$ cat src/verilog/ulf_pkg.sv
// constants for the serial line format control block
`default_nettype none
package ulf_pkg;
  // register byte offsets on the apb window
  localparam logic [7:0] OFS_DATA   = 8'h00; // tx holding / rx buffer, or divisor low
  localparam logic [7:0] OFS_IER    = 8'h04; // interrupt enable, or divisor high
  localparam logic [7:0] OFS_LFC    = 8'h0C; // line_format_control
  localparam logic [7:0] OFS_STATUS = 8'h14; // live status, read clears error flags
  // line_format_control field positions
  localparam int LFC_DAS   = 7; // divisor_access_select
  localparam int LFC_BRK   = 6; // break_force
  localparam int LFC_STICK = 5; // stick_parity
  localparam int LFC_EVEN  = 4; // even_parity_select
  localparam int LFC_PEN   = 3; // parity_on
  localparam int LFC_STOP  = 2; // stop_bit_count
  localparam int LFC_LEN_H = 1; // char_length_select msb
  // status field positions
  localparam int ST_RX_READY = 0;
  localparam int ST_PAR_ERR  = 1;
  localparam int ST_FRM_ERR  = 2;
  localparam int ST_OVERRUN  = 3;
  localparam int ST_THR_EMPT = 5;
  localparam int ST_TX_IDLE  = 6;
  // reset values
  localparam logic [7:0]  LFC_RESET = 8'h00;
  localparam logic [7:0]  IER_RESET = 8'h00;
  localparam logic [15:0] DIV_RESET = 16'h0000;
  // frame shape: data length in bits, timing in half-bit ticks
  localparam logic [2:0] MIN_LEN    = 3'h5; // shortest data word
  localparam logic [2:0] HALVES_BIT = 3'h2; // one whole bit
  localparam logic [2:0] HALVES_15  = 3'h3; // one and a half stop bits
  localparam logic [2:0] HALVES_2   = 3'h4; // two stop bits
  localparam logic [2:0] HALVES_MID = 3'h1; // start edge to start middle
endpackage : ulf_pkg
`default_nettype wire

$ cat src/verilog/ulf_parity.sv
// parity bit generator for one character, used for send and check
`default_nettype none
module ulf_parity #(
  parameter int W = 8
) (
  input  wire logic [W-1:0] data,     // character, lsb first
  input  wire logic [1:0]   char_len, // 0..3 selects 5..8 bits
  input  wire logic         stick,    // stick_parity
  input  wire logic         even,     // even_parity_select
  output logic              par_bit   // parity bit to send or expect
);
  logic [W-1:0] mask; // keeps only the live data bits
  always_comb begin
    // unused upper bits must not count
    mask = {W{1'b1}} >> (2'd3 - char_len);
  end
  // stick picks a constant, otherwise odd or even count of ones
  assign par_bit = stick ? ~even : (^(data & mask)) ^ ~even;
endmodule : ulf_parity
`default_nettype wire

$ cat src/verilog/ulf_line_format.sv
// apb-reached line format control with the frame engine it steers
//
// Register access over APB and the address map were decided locally.
`default_nettype none
module ulf_line_format (
  input  wire logic        ref_clk,        // block clock, 50 MHz
  input  wire logic        rst_n,          // async reset, active low
  input  wire logic        psel,
  input  wire logic        penable,
  input  wire logic        pwrite,
  input  wire logic [7:0]  paddr,
  input  wire logic [31:0] pwdata,
  output logic [31:0]      prdata,
  output logic             pready,
  output logic             pslverr,
  input  wire logic        serial_in_pin,  // receive line, idle high
  output logic             serial_out_pin  // transmit line, idle high
);
  typedef enum logic [2:0] {ST_IDLE, ST_START, ST_DATA, ST_PAR, ST_STOP} ulf_state_e;
  logic [7:0]  lfc_q;       // line_format_control
  logic [7:0]  ier_q;       // interrupt_enable_reg, stored only
  logic [15:0] div_q;       // divisor_high_reg : divisor_low_reg
  logic [7:0]  thr_q;       // tx_holding_reg
  logic        thr_full_q;  // holding register waits for the shifter
  logic [7:0]  rbr_q;       // rx_buffer_reg
  logic        rx_ready_q;  // rx_buffer_reg holds an unread character
  logic        par_err_q;   // sticky parity error
  logic        frm_err_q;   // sticky framing error
  logic        ovr_err_q;   // sticky overrun
  logic [31:0] prdata_q;    // read data, caught in the setup cycle
  logic        slverr_q;    // unmapped address flag, caught in setup
  logic        sout_q;      // registered serial output
  // format fields
  logic       das, brk, stick, even, pen, stb;
  logic [1:0] clen;
  assign das   = lfc_q[ulf_pkg::LFC_DAS];
  assign brk   = lfc_q[ulf_pkg::LFC_BRK];
  assign stick = lfc_q[ulf_pkg::LFC_STICK];
  assign even  = lfc_q[ulf_pkg::LFC_EVEN];
  assign pen   = lfc_q[ulf_pkg::LFC_PEN];
  assign stb   = lfc_q[ulf_pkg::LFC_STOP];
  assign clen  = lfc_q[ulf_pkg::LFC_LEN_H:0];
  // bus strobes
  logic setup, wr, rd, hit_data, hit_ier, hit_lfc, hit_st;
  assign setup    = psel & ~penable;
  assign wr       = psel & penable & pwrite;
  assign rd       = psel & penable & ~pwrite;
  assign hit_data = paddr == ulf_pkg::OFS_DATA;
  assign hit_ier  = paddr == ulf_pkg::OFS_IER;
  assign hit_lfc  = paddr == ulf_pkg::OFS_LFC;
  assign hit_st   = paddr == ulf_pkg::OFS_STATUS;
  // frame shape; the data length is shared by both directions, the stop length is used by transmit only
  logic [2:0] nbits, stop_halves;
  assign nbits       = ulf_pkg::MIN_LEN + {1'b0, clen};
  assign stop_halves = !stb ? ulf_pkg::HALVES_BIT : (clen == 2'b00) ? ulf_pkg::HALVES_15 : ulf_pkg::HALVES_2;
  // transmit engine state
  ulf_state_e tx_st_q;
  logic [15:0] tbc_q;   // half-bit divider for transmit
  logic [2:0]  th_q;    // half ticks spent in the current bit
  logic [2:0]  tidx_q;  // data bit index
  logic [7:0]  tsh_q;   // shift register
  logic [7:0]  tword_q; // copy of the character for parity
  logic        ttick, tbit_end, tx_par, tx_line;
  logic [2:0]  tneed;
  assign ttick    = tbc_q == div_q;
  assign tneed    = (tx_st_q == ST_STOP) ? stop_halves : ulf_pkg::HALVES_BIT;
  assign tbit_end = ttick && (th_q == tneed - 3'h1);
  ulf_parity #(.W(8)) u_tx_par (
    .data     (tword_q),
    .char_len (clen),
    .stick    (stick),
    .even     (even),
    .par_bit  (tx_par)
  );
  // line level the transmitter wants, before the break override
  always_comb begin
    unique case (tx_st_q)
      ST_START: tx_line = 1'b0;
      ST_DATA:  tx_line = tsh_q[0];
      ST_PAR:   tx_line = tx_par;
      default:  tx_line = 1'b1;
    endcase
  end
  // register writes; all format bits clear on reset
  always_ff @(posedge ref_clk or negedge rst_n) begin
    if (!rst_n) begin
      lfc_q <= ulf_pkg::LFC_RESET;
      ier_q <= ulf_pkg::IER_RESET;
      div_q <= ulf_pkg::DIV_RESET;
    end else if (wr) begin
      if (hit_lfc) begin
        lfc_q <= pwdata[7:0];
      end
      if (hit_data && das) begin
        div_q[7:0] <= pwdata[7:0];
      end
      if (hit_ier && das) begin
        div_q[15:8] <= pwdata[7:0];
      end else if (hit_ier) begin
        ier_q <= pwdata[7:0];
      end
    end
  end
  // holding register: written by software, emptied by the shifter
  always_ff @(posedge ref_clk or negedge rst_n) begin
    if (!rst_n) begin
      thr_q      <= 8'h00;
      thr_full_q <= 1'b0;
    end else if (wr && hit_data && !das) begin
      thr_q      <= pwdata[7:0];
      thr_full_q <= 1'b1;
    end else if (tx_st_q == ST_IDLE) begin
      thr_full_q <= 1'b0; // shifter takes it this cycle
    end
  end
  // transmit sequencer; runs on regardless of the break bit
  always_ff @(posedge ref_clk or negedge rst_n) begin
    if (!rst_n) begin
      tx_st_q <= ST_IDLE;
      tbc_q   <= 16'h0000;
      th_q    <= 3'h0;
      tidx_q  <= 3'h0;
      tsh_q   <= 8'h00;
      tword_q <= 8'h00;
    end else if (tx_st_q == ST_IDLE) begin
      // load a waiting character, even during a break
      tbc_q <= 16'h0000;
      th_q  <= 3'h0;
      if (thr_full_q) begin
        tsh_q   <= thr_q;
        tword_q <= thr_q;
        tidx_q  <= 3'h0;
        tx_st_q <= ST_START;
      end
    end else begin
      tbc_q <= ttick ? 16'h0000 : tbc_q + 16'h0001;
      if (ttick) begin
        th_q <= tbit_end ? 3'h0 : th_q + 3'h1;
      end
      if (tbit_end) begin
        unique case (tx_st_q)
          ST_START: tx_st_q <= ST_DATA;
          ST_DATA: begin
            tsh_q  <= tsh_q >> 1;
            tidx_q <= tidx_q + 3'h1;
            if (tidx_q == nbits - 3'h1) begin
              tx_st_q <= pen ? ST_PAR : ST_STOP;
            end
          end
          ST_PAR:  tx_st_q <= ST_STOP;
          default: tx_st_q <= ST_IDLE;
        endcase
      end
    end
  end
  // output pin; break forces spacing and nothing else
  always_ff @(posedge ref_clk or negedge rst_n) begin
    if (!rst_n) begin
      sout_q <= 1'b1;
    end else begin
      sout_q <= brk ? 1'b0 : tx_line;
    end
  end
  assign serial_out_pin = sout_q;
  // receive engine state
  ulf_state_e rx_st_q;
  logic [15:0] rbc_q;   // half-bit divider, restarted at the start edge
  logic [2:0]  rh_q;    // half ticks spent in the current bit
  logic [2:0]  ridx_q;  // data bit index
  logic [7:0]  rword_q; // character being assembled
  logic        rpar_q;  // received parity bit
  logic        rtick, rbit_end, rx_par, rx_done;
  logic [2:0]  rneed;
  assign rtick    = rbc_q == div_q;
  assign rneed    = (rx_st_q == ST_START) ? ulf_pkg::HALVES_MID : ulf_pkg::HALVES_BIT;
  assign rbit_end = rtick && (rh_q == rneed - 3'h1);
  assign rx_done  = rbit_end && (rx_st_q == ST_STOP);
  ulf_parity #(.W(8)) u_rx_par (
    .data     (rword_q),
    .char_len (clen),
    .stick    (stick),
    .even     (even),
    .par_bit  (rx_par)
  );
  // receive sequencer: sample each bit at its middle
  always_ff @(posedge ref_clk or negedge rst_n) begin
    if (!rst_n) begin
      rx_st_q <= ST_IDLE;
      rbc_q   <= 16'h0000;
      rh_q    <= 3'h0;
      ridx_q  <= 3'h0;
      rword_q <= 8'h00;
      rpar_q  <= 1'b0;
    end else if (rx_st_q == ST_IDLE) begin
      rbc_q <= 16'h0000;
      rh_q  <= 3'h0;
      if (!serial_in_pin) begin
        rword_q <= 8'h00;
        ridx_q  <= 3'h0;
        rx_st_q <= ST_START;
      end
    end else begin
      rbc_q <= rtick ? 16'h0000 : rbc_q + 16'h0001;
      if (rtick) begin
        rh_q <= rbit_end ? 3'h0 : rh_q + 3'h1;
      end
      if (rbit_end) begin
        unique case (rx_st_q)
          // a start that is high at its middle was a glitch
          ST_START: rx_st_q <= serial_in_pin ? ST_IDLE : ST_DATA;
          ST_DATA: begin
            rword_q[ridx_q] <= serial_in_pin;
            ridx_q          <= ridx_q + 3'h1;
            if (ridx_q == nbits - 3'h1) begin
              rx_st_q <= pen ? ST_PAR : ST_STOP;
            end
          end
          ST_PAR: begin
            rpar_q  <= serial_in_pin;
            rx_st_q <= ST_STOP;
          end
          default: rx_st_q <= ST_IDLE; // first stop bit only
        endcase
      end
    end
  end
  // receive flags; a new event wins over a clearing read
  always_ff @(posedge ref_clk or negedge rst_n) begin
    if (!rst_n) begin
      rbr_q      <= 8'h00;
      rx_ready_q <= 1'b0;
      par_err_q  <= 1'b0;
      frm_err_q  <= 1'b0;
      ovr_err_q  <= 1'b0;
    end else begin
      if (rd && hit_data && !das) begin
        rx_ready_q <= 1'b0;
      end
      if (rd && hit_st) begin
        par_err_q <= 1'b0;
        frm_err_q <= 1'b0;
        ovr_err_q <= 1'b0;
      end
      if (rx_done) begin
        rbr_q      <= rword_q;
        rx_ready_q <= 1'b1;
        if (rx_ready_q) begin
          ovr_err_q <= 1'b1;
        end
        if (pen && rpar_q != rx_par) begin
          par_err_q <= 1'b1;
        end
        if (!serial_in_pin) begin
          frm_err_q <= 1'b1;
        end
      end
    end
  end
  // read mux, captured in the setup cycle
  logic [31:0] rmux;
  logic [7:0]  stat;
  always_comb begin
    stat                      = 8'h00;
    stat[ulf_pkg::ST_RX_READY] = rx_ready_q;
    stat[ulf_pkg::ST_PAR_ERR]  = par_err_q;
    stat[ulf_pkg::ST_FRM_ERR]  = frm_err_q;
    stat[ulf_pkg::ST_OVERRUN]  = ovr_err_q;
    stat[ulf_pkg::ST_THR_EMPT] = ~thr_full_q;
    stat[ulf_pkg::ST_TX_IDLE]  = (tx_st_q == ST_IDLE) & ~thr_full_q;
    rmux = 32'h0000_0000;
    if (hit_data) begin
      rmux[7:0] = das ? div_q[7:0] : rbr_q;
    end else if (hit_ier) begin
      rmux[7:0] = das ? div_q[15:8] : ier_q;
    end else if (hit_lfc) begin
      rmux[7:0] = lfc_q;
    end else if (hit_st) begin
      rmux[7:0] = stat;
    end
  end
  // apb answer: one access cycle, error on unmapped address
  always_ff @(posedge ref_clk or negedge rst_n) begin
    if (!rst_n) begin
      prdata_q <= 32'h0000_0000;
      slverr_q <= 1'b0;
    end else if (setup) begin
      prdata_q <= pwrite ? 32'h0000_0000 : rmux;
      slverr_q <= ~(hit_data | hit_ier | hit_lfc | hit_st);
    end
  end
  assign prdata  = prdata_q;
  assign pready  = psel & penable;
  assign pslverr = psel & penable & slverr_q;
endmodule : ulf_line_format
`default_nettype wire

$ cat config.mk
export PLATFORM = sky130hd
export DESIGN_NAME = ulf_line_format
export DESIGN_NICKNAME = d
export VERILOG_FILES = /design/src/verilog/ulf_pkg.sv /design/src/verilog/ulf_parity.sv /design/src/verilog/ulf_line_format.sv
export SDC_FILE = /design/constraint.sdc
export NUM_CORES = 1
export LEC_CHECK = 0
export BUFFER_PORTS_ARGS = -buffer_cell sky130_fd_sc_hd__buf_2
export CORE_MARGIN = 2
export CORE_UTILIZATION = 55
export CTS_CLUSTER_DIAMETER = 50
export CTS_CLUSTER_SIZE = 40
export DETAILED_ROUTE_END_ITERATION = 16
export PLACE_DENSITY = 0.76
export SLEW_MARGIN = 20
export SYNTH_ARGS = -nofsm -noshare
export SYNTH_HDL_FRONTEND = slang
export SYNTH_SLANG_ARGS = --single-unit
$ cat constraint.sdc
create_clock -name ref_clk -period 5 [get_ports ref_clk]
set_input_delay 0.5 -clock ref_clk [delete_from_list [all_inputs] [get_ports ref_clk]]
set_output_delay 0.5 -clock ref_clk [all_outputs]
set_load 0.01 [all_outputs]
==> results of run 1 <==
layout by cell type (no fill, tap or decap), types with 19 or more instances in the layout:
cell type,Yosys,final
nand2_1,70,70
dfrtp_1,137,137
xnor2_1,61,61
conb_1,1,24
xor2_1,19,19
buf_2,7,31
mux2_2,65,65
a21oi_1,19,19
o21ai_0,34,34
nor2_1,61,61
inv_1,23,23
logic make-up (layout without fill, tap and decap cells):
kind of cell / Yosys count / count (layout)
xor gates and xnor gates: 80 / 80
adders and majority gates: 7 / 7
DFF: 138 / 138
muxes: 82 / 82
and+or+nand+nor: 227 / 227
AOI/OAI and AO/OA: 104 / 104
other: 1 / 24
buffers and inverters: 73 / 88
through the flow:
stage          setup slack (ps)  power, uW  utilization, %  std cells  cell area, um^2
3_3_place_gp               1890       1940            57.3        894             7490
3_5_place_dp               1840       1980            57.3        894             7490
5_1_grt                    1720       3370            61.8        926             8090
4_1_cts                    1810       3220            61.8        926             8090
6_report                   1700       3210            61.8        926             8090
2_1_floorplan              2340       1830               -        735             7390
path summary, 6_finish.rpt:
path / to / slack, ps / cells after the start
setup reg to reg: tsh_q[1] / 1700 / 6
setup / recovery: tsh_q[1] / 1700 / 6
max in group asynchronous: tbc_q[7] / 3650 / 2
min in group ref_clk: lfc_q[6] / 410 / 3
hold / removal: rh_q[1] / 120 / 1
hold reg to reg: serial_out_pin / 430 / 1
synth_stat cells, types with 2 or more instances:
| cell | n |
|---|---|
| dfrtp_1 | 137 |
| nand2_1 | 70 |
| mux2_2 | 65 |
| nor2_1 | 61 |
| xnor2_1 | 61 |
| o21ai_0 | 34 |
| buf_4 | 24 |
| inv_1 | 23 |
| a21oi_1 | 19 |
| xor2_1 | 19 |
| mux2i_1 | 17 |
| nand3_1 | 17 |
| nand4_1 | 17 |
| clkbuf_1 | 16 |
| nor3_1 | 11 |
| a31oi_1 | 9 |
| o22ai_1 | 8 |
| buf_2 | 7 |
| ha_1 | 7 |
| and2_1 | 6 |
| o31ai_1 | 6 |
| or3_1 | 6 |
| and3_1 | 5 |
| nand2b_1 | 5 |
| a22oi_1 | 4 |
| o211ai_1 | 4 |
| o41ai_1 | 4 |
| or2_2 | 4 |
| a22o_1 | 3 |
| buf_1 | 3 |
| nor3_2 | 3 |
| nor4_1 | 3 |
| a21o_1 | 2 |
| nor2b_1 | 2 |
| o21bai_1 | 2 |
| o311a_1 | 2 |
| or4_1 | 2 |
| or4_4 | 2 |
flip-flops by register name, summed over array words and instances, names as in the netlist, 8 cells and up:
| name | flops |
|---|---|
| lfc_q | 8 |
| div_q | 16 |
| rword_q | 8 |
| tbc_q | 16 |
| tword_q | 8 |
| rbc_q | 16 |
| ier_q | 8 |
| thr_q | 8 |
| tsh_q | 8 |
| rbr_q | 8 |
| prdata | 8 |
power breakdown:
part	leakage, uW	internal [uW]	switching, uW
clock	0.000293	796	450
sequential	0.00187	1200	128
combinational	0.00148	249	387
layer usage:
| metal | wire length (um) | vias to the layer above |
|---|---|---|
| met5 | 0 | - |
| met4 | 558 | 0 |
| met3 | 928 | 43 |
| met2 | 7760 | 204 |
| met1 | 7230 | 2605 |
| li1 | - | 2489 |
area by class of cell:
type | instances | area [um^2] | share of cell area (%)
multi-input cells | 524 | 3560 | 44.0
clock buffers | 25 | 505 | 6.25
inverters | 23 | 86.3 | 1.07
flip-flops and latches | 138 | 3450 | 42.7
well taps | 176 | 220 | 2.72
clock inverters | 7 | 87.6 | 1.08
repair buffers | 33 | 174 | 2.15
critical path, cell delays in order (launching register included):
cell and delay, ps:
dfrtp_1 470, xnor2_1 200, nand4_1 110, nor4_1 930
a21boi_0 380, nor3_2 690, mux2_2 410
==> flow_metrics.env, run 1 <==
export IMPL_worstPathRequired_ps=5300
export IMPL_timing_hold_ws_ps=120
export IMPL_grt_total_usage_pct=24.7
export IMPL_place_hpwl_um=11700
export IMPL_wl_per_cell_um=17.8
export IMPL_num_rows=42
export IMPL_ant_nets=0
export IMPL_critPathLaunch="div_q[12]"
export IMPL_fill_cells=1009
export IMPL_die_area_um2=14200
export IMPL_core_area_um2=13100
export IMPL_ys_ff_latch=138
export IMPL_yosysUniqueCellTypes=60
export IMPL_ir_worst_vdd_v=0.000232
export IMPL_fin_tns_setup_ps=0
export IMPL_root_buffer="clkbuf_16"
export IMPL_grtUsageMet1_pct=33.7
export IMPL_hold_buffers=0
export IMPL_drt_total_wl_um=16500
export IMPL_diodes=0
export IMPL_clock_latency_ps=420
export IMPL_grt_max_degree=83
export IMPL_hold_path_class="in2async"
export IMPL_layout_drive_gt1_share_pct=19.3
export IMPL_top_level_ports=81
export IMPL_clk_path_buf_depth=2
export IMPL_fmax_mhz=303
export IMPL_grt_overflow=0
export IMPL_netlist_instances=712
export IMPL_htreeDepth=4
export IMPL_path_clk_slew_ps=60
export IMPL_synthTopCellsByArea="dfrtp_1 47%, mux2_2 10%, xnor2_1 7.3%"
export IMPL_cp_start_kind="register"
export IMPL_use_met3_pct=4.69
export IMPL_post_cts_resized=0
export IMPL_worstSetupPathType="reg2reg"
export IMPL_yosys_most_used_dff="dfrtp_1"
export IMPL_vias_per_cell=5.77
export IMPL_start_util_pct=55.8
export IMPL_synth_simple_gate_area_share_pct=15.5
export IMPL_drc_errors=0
export IMPL_use_met2_pct=37.7
export IMPL_crit_fanout=10
export IMPL_grt_pass1_vias=5201
export IMPL_synth_edf_count=0
export IMPL_num_vias=5341
export IMPL_tightest_slew_ps=1080
export IMPL_synth_xor_area_share_pct=9.60
export IMPL_yosys_area_top_type="dfrtp_1"
export IMPL_ys_warnings_count=0
export IMPL_drv_slew=0
export IMPL_synth_async_reset_ratio_pct=100
export IMPL_area_growth_synth_to_final_pct=10.8
export IMPL_min_period_ps=3300
export IMPL_skew_ps=8.70
export IMPL_maxCapViolCount=0
export IMPL_synth_compound_gate_area_share_pct=8.88
export IMPL_syn_avg_cell_area_um2=10.3
export IMPL_synth_top_area_share_pct=47.0
export IMPL_grt_pass1_wl_um=27100
export IMPL_setup_viol=0
export IMPL_outcome="completed"
export IMPL_p_leak_uw=0.00364
export IMPL_cts_buffers=17
export IMPL_die_x_um=119
export IMPL_p_per_area_nw_per_um2=397
export IMPL_gp_congestion=0.921
export IMPL_relSlewSlack_pct=27.5
export IMPL_hold_viol=0
export IMPL_cts_sinks=138
export IMPL_die_y_um=119
export IMPL_post_cts_buffers=0
export IMPL_r2r_start="div_q[12]"
export IMPL_drtIter0Drc=453
export IMPL_synth_adder_area_share_pct=1.20
export IMPL_worstPathArrival_ps=3610
export IMPL_final_nets=790
export IMPL_synth_top_family_by_area="simple AND/OR/NAND/NOR gates"
export IMPL_port_buffers=32
export IMPL_synth_mux_area_fraction_pct=12.4
export IMPL_drt_pass1_iter_count=5
export IMPL_top_usage_layer="met2"
export IMPL_synthesis_area_um2=7300
export IMPL_end_kind="register"
export IMPL_fin_crit_sh_pct=66.0
export IMPL_cts_tree="yes"
export IMPL_rsz0062_at_grt="false"
export IMPL_synth_sequential_area_ratio_pct=47.3
export IMPL_antenna_found_initial=0
(Power assumes the default switching activity.)
==> inputs of run 2 (changes only) <==
ABC_AREA = 1   (was unset)
PLACE_DENSITY = 0.75   (was 0.76)
clock period = 3.37 ns   (was 5 ns; I/O delays follow)
==> run 2 against run 1 <==
The run now ends with negative hold slack left. Wire length increased by 17%. Critical path depth up 6. Global-route usage grew 1.4 points. Highest routed layer unchanged. Synthesized cell count rose by 46%. Die area is 9.3% higher. Clock skew up 5.6 ps. Design area up 8.4%.
==> flow_metrics.env, run 2 <==
export IMPL_post_dp_cell_area_um2=8170
export IMPL_cp_cell_sequence="nor2_1, nand4_1, inv_1, ha_1, xnor2_1, nand2_1, nor2_1, nand3_1, nand2_1, nand3_2, nand2_1, nand2_1"
export IMPL_diodes=0
export IMPL_die_x_um=125
export IMPL_timing_hold_ws_ps=-23.2
export IMPL_cp_start_kind="register"
export IMPL_antenna_found_initial=0
export IMPL_final_cell_mix="284 x nand2_1, 137 x dfrtp_1, 119 x inv_1"
export IMPL_relSlewSlack_pct=40.4
export IMPL_min_period_ps=2630
export IMPL_yosys_top_cells_count="284 x nand2_1, 137 x dfrtp_1, 119 x inv_1, 86 x nor2_1, 61 x o21ai_0"
export IMPL_p_per_area_nw_per_um2=584
export IMPL_reg_top3="div_q (16), rbc_q (16), tbc_q (16)"
export IMPL_fill_cells=1260
export IMPL_fmax_mhz=381
export IMPL_final_common_cell="nand2_1"
export IMPL_design_area_um2=8770
export IMPL_synthTopCellsByArea="dfrtp_1 43%, nand2_1 13%, inv_1 5.6%"
export IMPL_pwr_share_comb_pct=25.4
export IMPL_vias_per_cell=5.32
export IMPL_switchingPower_uw=1780
export IMPL_ys_ff_latch=138
export IMPL_clkPwrFrac_pct=36.7
export IMPL_ys_warnings_count=0
export IMPL_cts_sinks=138
export IMPL_outcome="finished with violations"
export IMPL_internal_power_uw=3330
export IMPL_p_leak_uw=0.00439
export IMPL_post_cts_resized=0
export IMPL_grt_max_degree=96
export IMPL_synthesis_area_um2=8000
export IMPL_yosysUniqueCellTypes=45
export IMPL_drt_pass1_iter_count=5
export IMPL_area_growth_synth_to_final_pct=9.60
export IMPL_top_level_ports=81
export IMPL_p_sw_share_pct=34.9
export IMPL_hold_viol=4
export IMPL_dp_cells=1237
export IMPL_crit_family="simple AND/OR/NAND/NOR gates"
export IMPL_post_cts_buffers=0
export IMPL_skew_ps=14.3
export IMPL_crit_slowest_cell="dfrtp_1"
export IMPL_fin_crit_sh_pct=78.0
export IMPL_worstSetupPathType="reg2reg"
export IMPL_drt_total_wl_um=19200
export IMPL_die_y_um=125
export IMPL_end_kind="register"
export IMPL_netlist_instances=1043
export IMPL_syn_avg_cell_area_um2=7.67
export IMPL_htreeDepth=4
export IMPL_worstPathArrival_ps=2940
export IMPL_tightest_slew_ps=894
export IMPL_layout_drive_gt1_share_pct=12.8
export IMPL_die_area_um2=15500
export IMPL_synth_top_area_share_pct=42.8
export IMPL_synth_sequential_area_ratio_pct=43.2
export IMPL_num_vias=6746
export IMPL_yosys_area_top_type="dfrtp_1"
export IMPL_num_rows=44
export IMPL_drtIter0Drc=659
export IMPL_cts_tree="yes"
export IMPL_seqPwrFrac_pct=37.9
export IMPL_crit_fanout=12
export IMPL_yosysMostFrequentCell="nand2_1"
export IMPL_grt_pass1_wl_um=32100
export IMPL_drc_errors=0
export IMPL_root_buffer="clkbuf_16"
export IMPL_drv_slew=0
export IMPL_place_hpwl_um=14000
export IMPL_path_clk_slew_ps=60
export IMPL_yosys_most_used_dff="dfrtp_1"
export IMPL_violations="negative hold slack"
export IMPL_ir_worst_vdd_v=0.000392
export IMPL_gp_congestion=0.907
export IMPL_port_buffers=32
export IMPL_maxCapViolCount=0
export IMPL_worstPathRequired_ps=3690
export IMPL_hold_path_class="in2async"
export IMPL_total_power_uw=5120
export IMPL_cts_buffers=17
export IMPL_rsz0062_at_grt="false"
export IMPL_ant_nets=0
export IMPL_grt_total_usage_pct=26.1
export IMPL_synth_async_reset_ratio_pct=100
export IMPL_grt_pass1_vias=6282
export IMPL_max_stage_delay_ps=530
export IMPL_worst_path_buf_inv=1
export IMPL_start_util_pct=55.7
export IMPL_fin_tns_setup_ps=0
export IMPL_final_nets=1125
export IMPL_grt_overflow=0
export IMPL_wl_per_cell_um=15.1
export IMPL_fin_cells=1269
export IMPL_hold_buffers=0
export IMPL_synth_edf_count=0
export IMPL_clk_path_buf_depth=2
export IMPL_core_area_um2=14400
export IMPL_setup_viol=0
export IMPL_crit_top_cell="nand2_1"
export IMPL_clock_latency_ps=430
-- run 2: cell families (layout without fill, tap and decap cells) --
logic type	count (synthesis)	in the layout	share of synthesized area (%)
xor+xnor	33	33	3.61
other cells	1	24	0.0469
simple gates	534	534	31.5
fa+ha+maj	7	7	1.09
buf+inv	187	206	11.1
compound gates	143	143	9.52
flops	138	138	43.2
-- run 2: layout make-up --
type	instances	area, um^2	area share, %
clock inverter	9	111	1.27
multi-input combinational	741	3750	42.7
sequential	138	3450	39.4
tap	184	230	2.62
inverter	137	523	5.96
timing repair buffer	37	216	2.47
clock buffer	23	488	5.56
-- run 2: through the flow --
step / utilization, % / hold slack (ps) / setup WS, ps
after detailed placement: 56.9 / 436 / 761
after global placement: 56.9 / 426 / 778
after global routing: 61.0 / 57.5 / 440
after floorplan: - / 41.4 / 1440
after CTS: 61.0 / 40.3 / 745
final: 61.0 / -23.2 / 742
-- run 2: metal layers --
metal / GRT usage (%) / up-vias / share of wire [%]
met5: 0 / - / 0
met4: 7.60 / 0 / 2.1
met3: 6.31 / 28 / 6.3
met2: 39.8 / 219 / 46
met1: 37.3 / 3121 / 46
li1: - / 3378 / -
-- run 2: path summary, 6_finish.rpt --
kind	from	endpoint	slack, ps	cells after the start
min in group ref_clk	serial_in_pin	frm_err_q	220	2
worst min register to register	lfc_q[6]	serial_out_pin	440	1
max in group asynchronous	rst_n	prdata[7]	2670	2
worst min-delay path	rst_n	rh_q[2]	-20	1
worst max-delay path	lfc_q[1]	tsh_q[5]	740	12
worst max register to register	lfc_q[1]	tsh_q[5]	740	12
-- run 2: power by group through the flow --
stage	Clock [uW]	Combinational [uW]	Sequential, uW
2_1_floorplan	0	1110	1920
3_3_place_gp	0	1280	1960
3_5_place_dp	0	1290	1960
4_1_cts	1910	1290	1940
5_1_grt	1980	1480	1960
6_report	1880	1300	1940
==> inputs of run 3 (changes only) <==
CORE_UTILIZATION = 54   (was 55)
PLACE_DENSITY = 0.77   (was 0.75)
clock period = 2.2 ns   (was 3.37 ns; I/O delays follow)
==> run 3 against run 2 <==
The run now ends clean. Combinational power up 72%. Global-route usage up 0.50 points. Worst hold slack better by 130 ps. Sequential power up 53%. Clock power up 58%. Clock skew down 3.0 ps. Critical endpoint is now tidx_q[2]. Largest cell class unchanged. Highest routed layer unchanged.
==> flow_metrics.env, run 3 (same netlist as run 2, synthesis figures left out) <==
export IMPL_outcome="completed"
export IMPL_cts_sinks=138
export IMPL_wl_per_cell_um=15.5
export IMPL_grt_pass1_vias=6776
export IMPL_r2r_end="tidx_q[2]"
export IMPL_clock_latency_ps=430
export IMPL_maxCapViolCount=0
export IMPL_fin_crit_sh_pct=92.7
export IMPL_worstPathArrival_ps=2410
export IMPL_area_growth_synth_to_final_pct=11.6
export IMPL_grt_pass1_wl_um=33700
export IMPL_fmax_mhz=490
export IMPL_relSlewSlack_pct=58.1
export IMPL_end_kind="register"
export IMPL_timing_hold_ws_ps=110
export IMPL_hold_path_class="in2reg"
export IMPL_drc_errors=0
export IMPL_setup_ws_ps=160
export IMPL_crit_fanout=10
export IMPL_grt_total_usage_pct=26.6
export IMPL_max_stage_delay_ps=410
export IMPL_reg_top3="div_q (16), rbc_q (16), tbc_q (16)"
export IMPL_seq_area_um2=3450
export IMPL_use_met3_pct=7.48
export IMPL_grtUsageMet1_pct=35.2
export IMPL_worstSetupPathType="reg2reg"
export IMPL_p_per_area_nw_per_um2=916
export IMPL_port_buffers=32
export IMPL_core_area_um2=14500
export IMPL_htreeDepth=4
export IMPL_min_to="frm_err_q"
export IMPL_cts_buffers=17
export IMPL_grt_max_degree=50
export IMPL_drt_pass1_iter_count=5
export IMPL_post_cts_buffers=0
export IMPL_cts_tree="yes"
export IMPL_diodes=0
export IMPL_p_leak_uw=0.00446
export IMPL_cp_cell_sequence="nor2_4, nand2_1, nor3_2, ha_1, xnor2_1, nand2_1, nor2_1, nand3_1, nand2_4, buf_8, nand4_1, nand2_1"
export IMPL_rsz0062_at_grt="false"
export IMPL_place_hpwl_um=14100
export IMPL_ant_nets=0
export IMPL_final_common_cell="nand2_1"
export IMPL_die_y_um=126
export IMPL_ir_worst_vdd_v=0.000594
export IMPL_clk_path_buf_depth=2
export IMPL_cp_start_kind="register"
export IMPL_crit_slowest_cell="dfrtp_1"
export IMPL_skew_ps=11.3
export IMPL_die_area_um2=15800
export IMPL_hold_viol=0
export IMPL_num_rows=44
export IMPL_root_buffer="clkbuf_16"
export IMPL_top_usage_layer="met2"
export IMPL_final_nets=1138
export IMPL_min_period_ps=2040
export IMPL_tightest_slew_ps=627
export IMPL_grt_overflow=0
export IMPL_final_cell_mix="281 x nand2_1, 137 x dfrtp_1, 119 x inv_1"
export IMPL_fill_cells=1263
export IMPL_gp_congestion=0.963
export IMPL_path_clk_slew_ps=60
export IMPL_use_met2_pct=41.7
export IMPL_worstPathRequired_ps=2570
export IMPL_drt_total_wl_um=19900
export IMPL_ff2ff_setup_slack_ps=160
export IMPL_worst_path_buf_inv=1
export IMPL_setup_viol=0
export IMPL_start_util_pct=55.3
export IMPL_antenna_found_initial=0
export IMPL_drv_slew=0
export IMPL_top_level_ports=81
export IMPL_reg2reg_depth=12
export IMPL_num_vias=6961
export IMPL_crit_family="simple AND/OR/NAND/NOR gates"
export IMPL_whs_path_depth=2
export IMPL_hp_start="serial_in_pin"
export IMPL_dpl_worst_slack_ps=-18.1
export IMPL_vias_per_cell=5.43
export IMPL_layout_drive_gt1_share_pct=14.5
export IMPL_die_x_um=126
export IMPL_crit_top_cell="nand2_1"
export IMPL_multi_input_area_um2=3800
export IMPL_drtIter0Drc=684
export IMPL_r2r_start="tx_st_q[1]"
-- run 3: timing repair --
action,CTS,global route
endpoints found under the hold margin,44,0
hold buffers,1,0
resized for setup,2,11
gates cloned,0,1
pin swaps,0,3
setup endpoints to repair,11,14
-- run 3: how the worst max path moves through the flow --
stage,cells past startpoint,slack [ps],endpoint,startpoint
finish,12,160,tidx_q[2],tx_st_q[1]
global route,12,0.7,tx_st_q[1],tx_st_q[1]
detailed placement,12,-20,tidx_q[2],tx_st_q[0]
global placement,12,90,tsh_q[7],tx_st_q[0]
floorplan,14,270,tidx_q[0],lfc_q[1]
CTS,12,40,tidx_q[2],tx_st_q[0]
-- run 3: layout make-up --
type	instances	share of cell area, %
Multi-Input combinational cell	742	42.5
Timing Repair Buffer	49	3.54
Clock inverter	14	1.89
Sequential cell	138	38.7
Tap cell	184	2.58
Inverter	137	5.86
Clock buffer	18	4.92
-- run 3: through the flow --
stage               setup TNS, ps  utilization, %  instance area [um^2]  cells  total power (uW)
finish                          0            61.7                  8930   1282              8180
global route                    0            61.7                  8930   1282              8640
CTS                             0            61.3                  8880   1281              8070
detailed placement          -63.6            57.0                  8250   1248              5060
global placement                0            57.0                  8250   1248              5000
floorplan                       0               -                  8090   1066              4640
-- run 3: where the power goes --
part           internal (uW)  total (uW)  switching, uW
clock network           1820        2970           1150
logic                    662        2240           1580
registers               2750        2970            224
-- run 3: layer usage --
| metal | share of wire (%) | routed length, um |
|---|---|---|
| met3 | 8.2 | 1630 |
| met2 | 46 | 9130 |
| met1 | 43 | 8620 |
| met5 | 0 | 0 |
| met4 | 2.5 | 506 |
-- run 3: worst reg2reg max path, delay by kind of cell (launching register included) --
kind | cells | cell delay [ps]
AND/OR/NAND/NOR | 9 | 1020
flip-flops | 1 | 410
XOR/XNOR | 1 | 130
adder cells (fa/ha/maj) | 1 | 260
buffers and inverters | 1 | 160
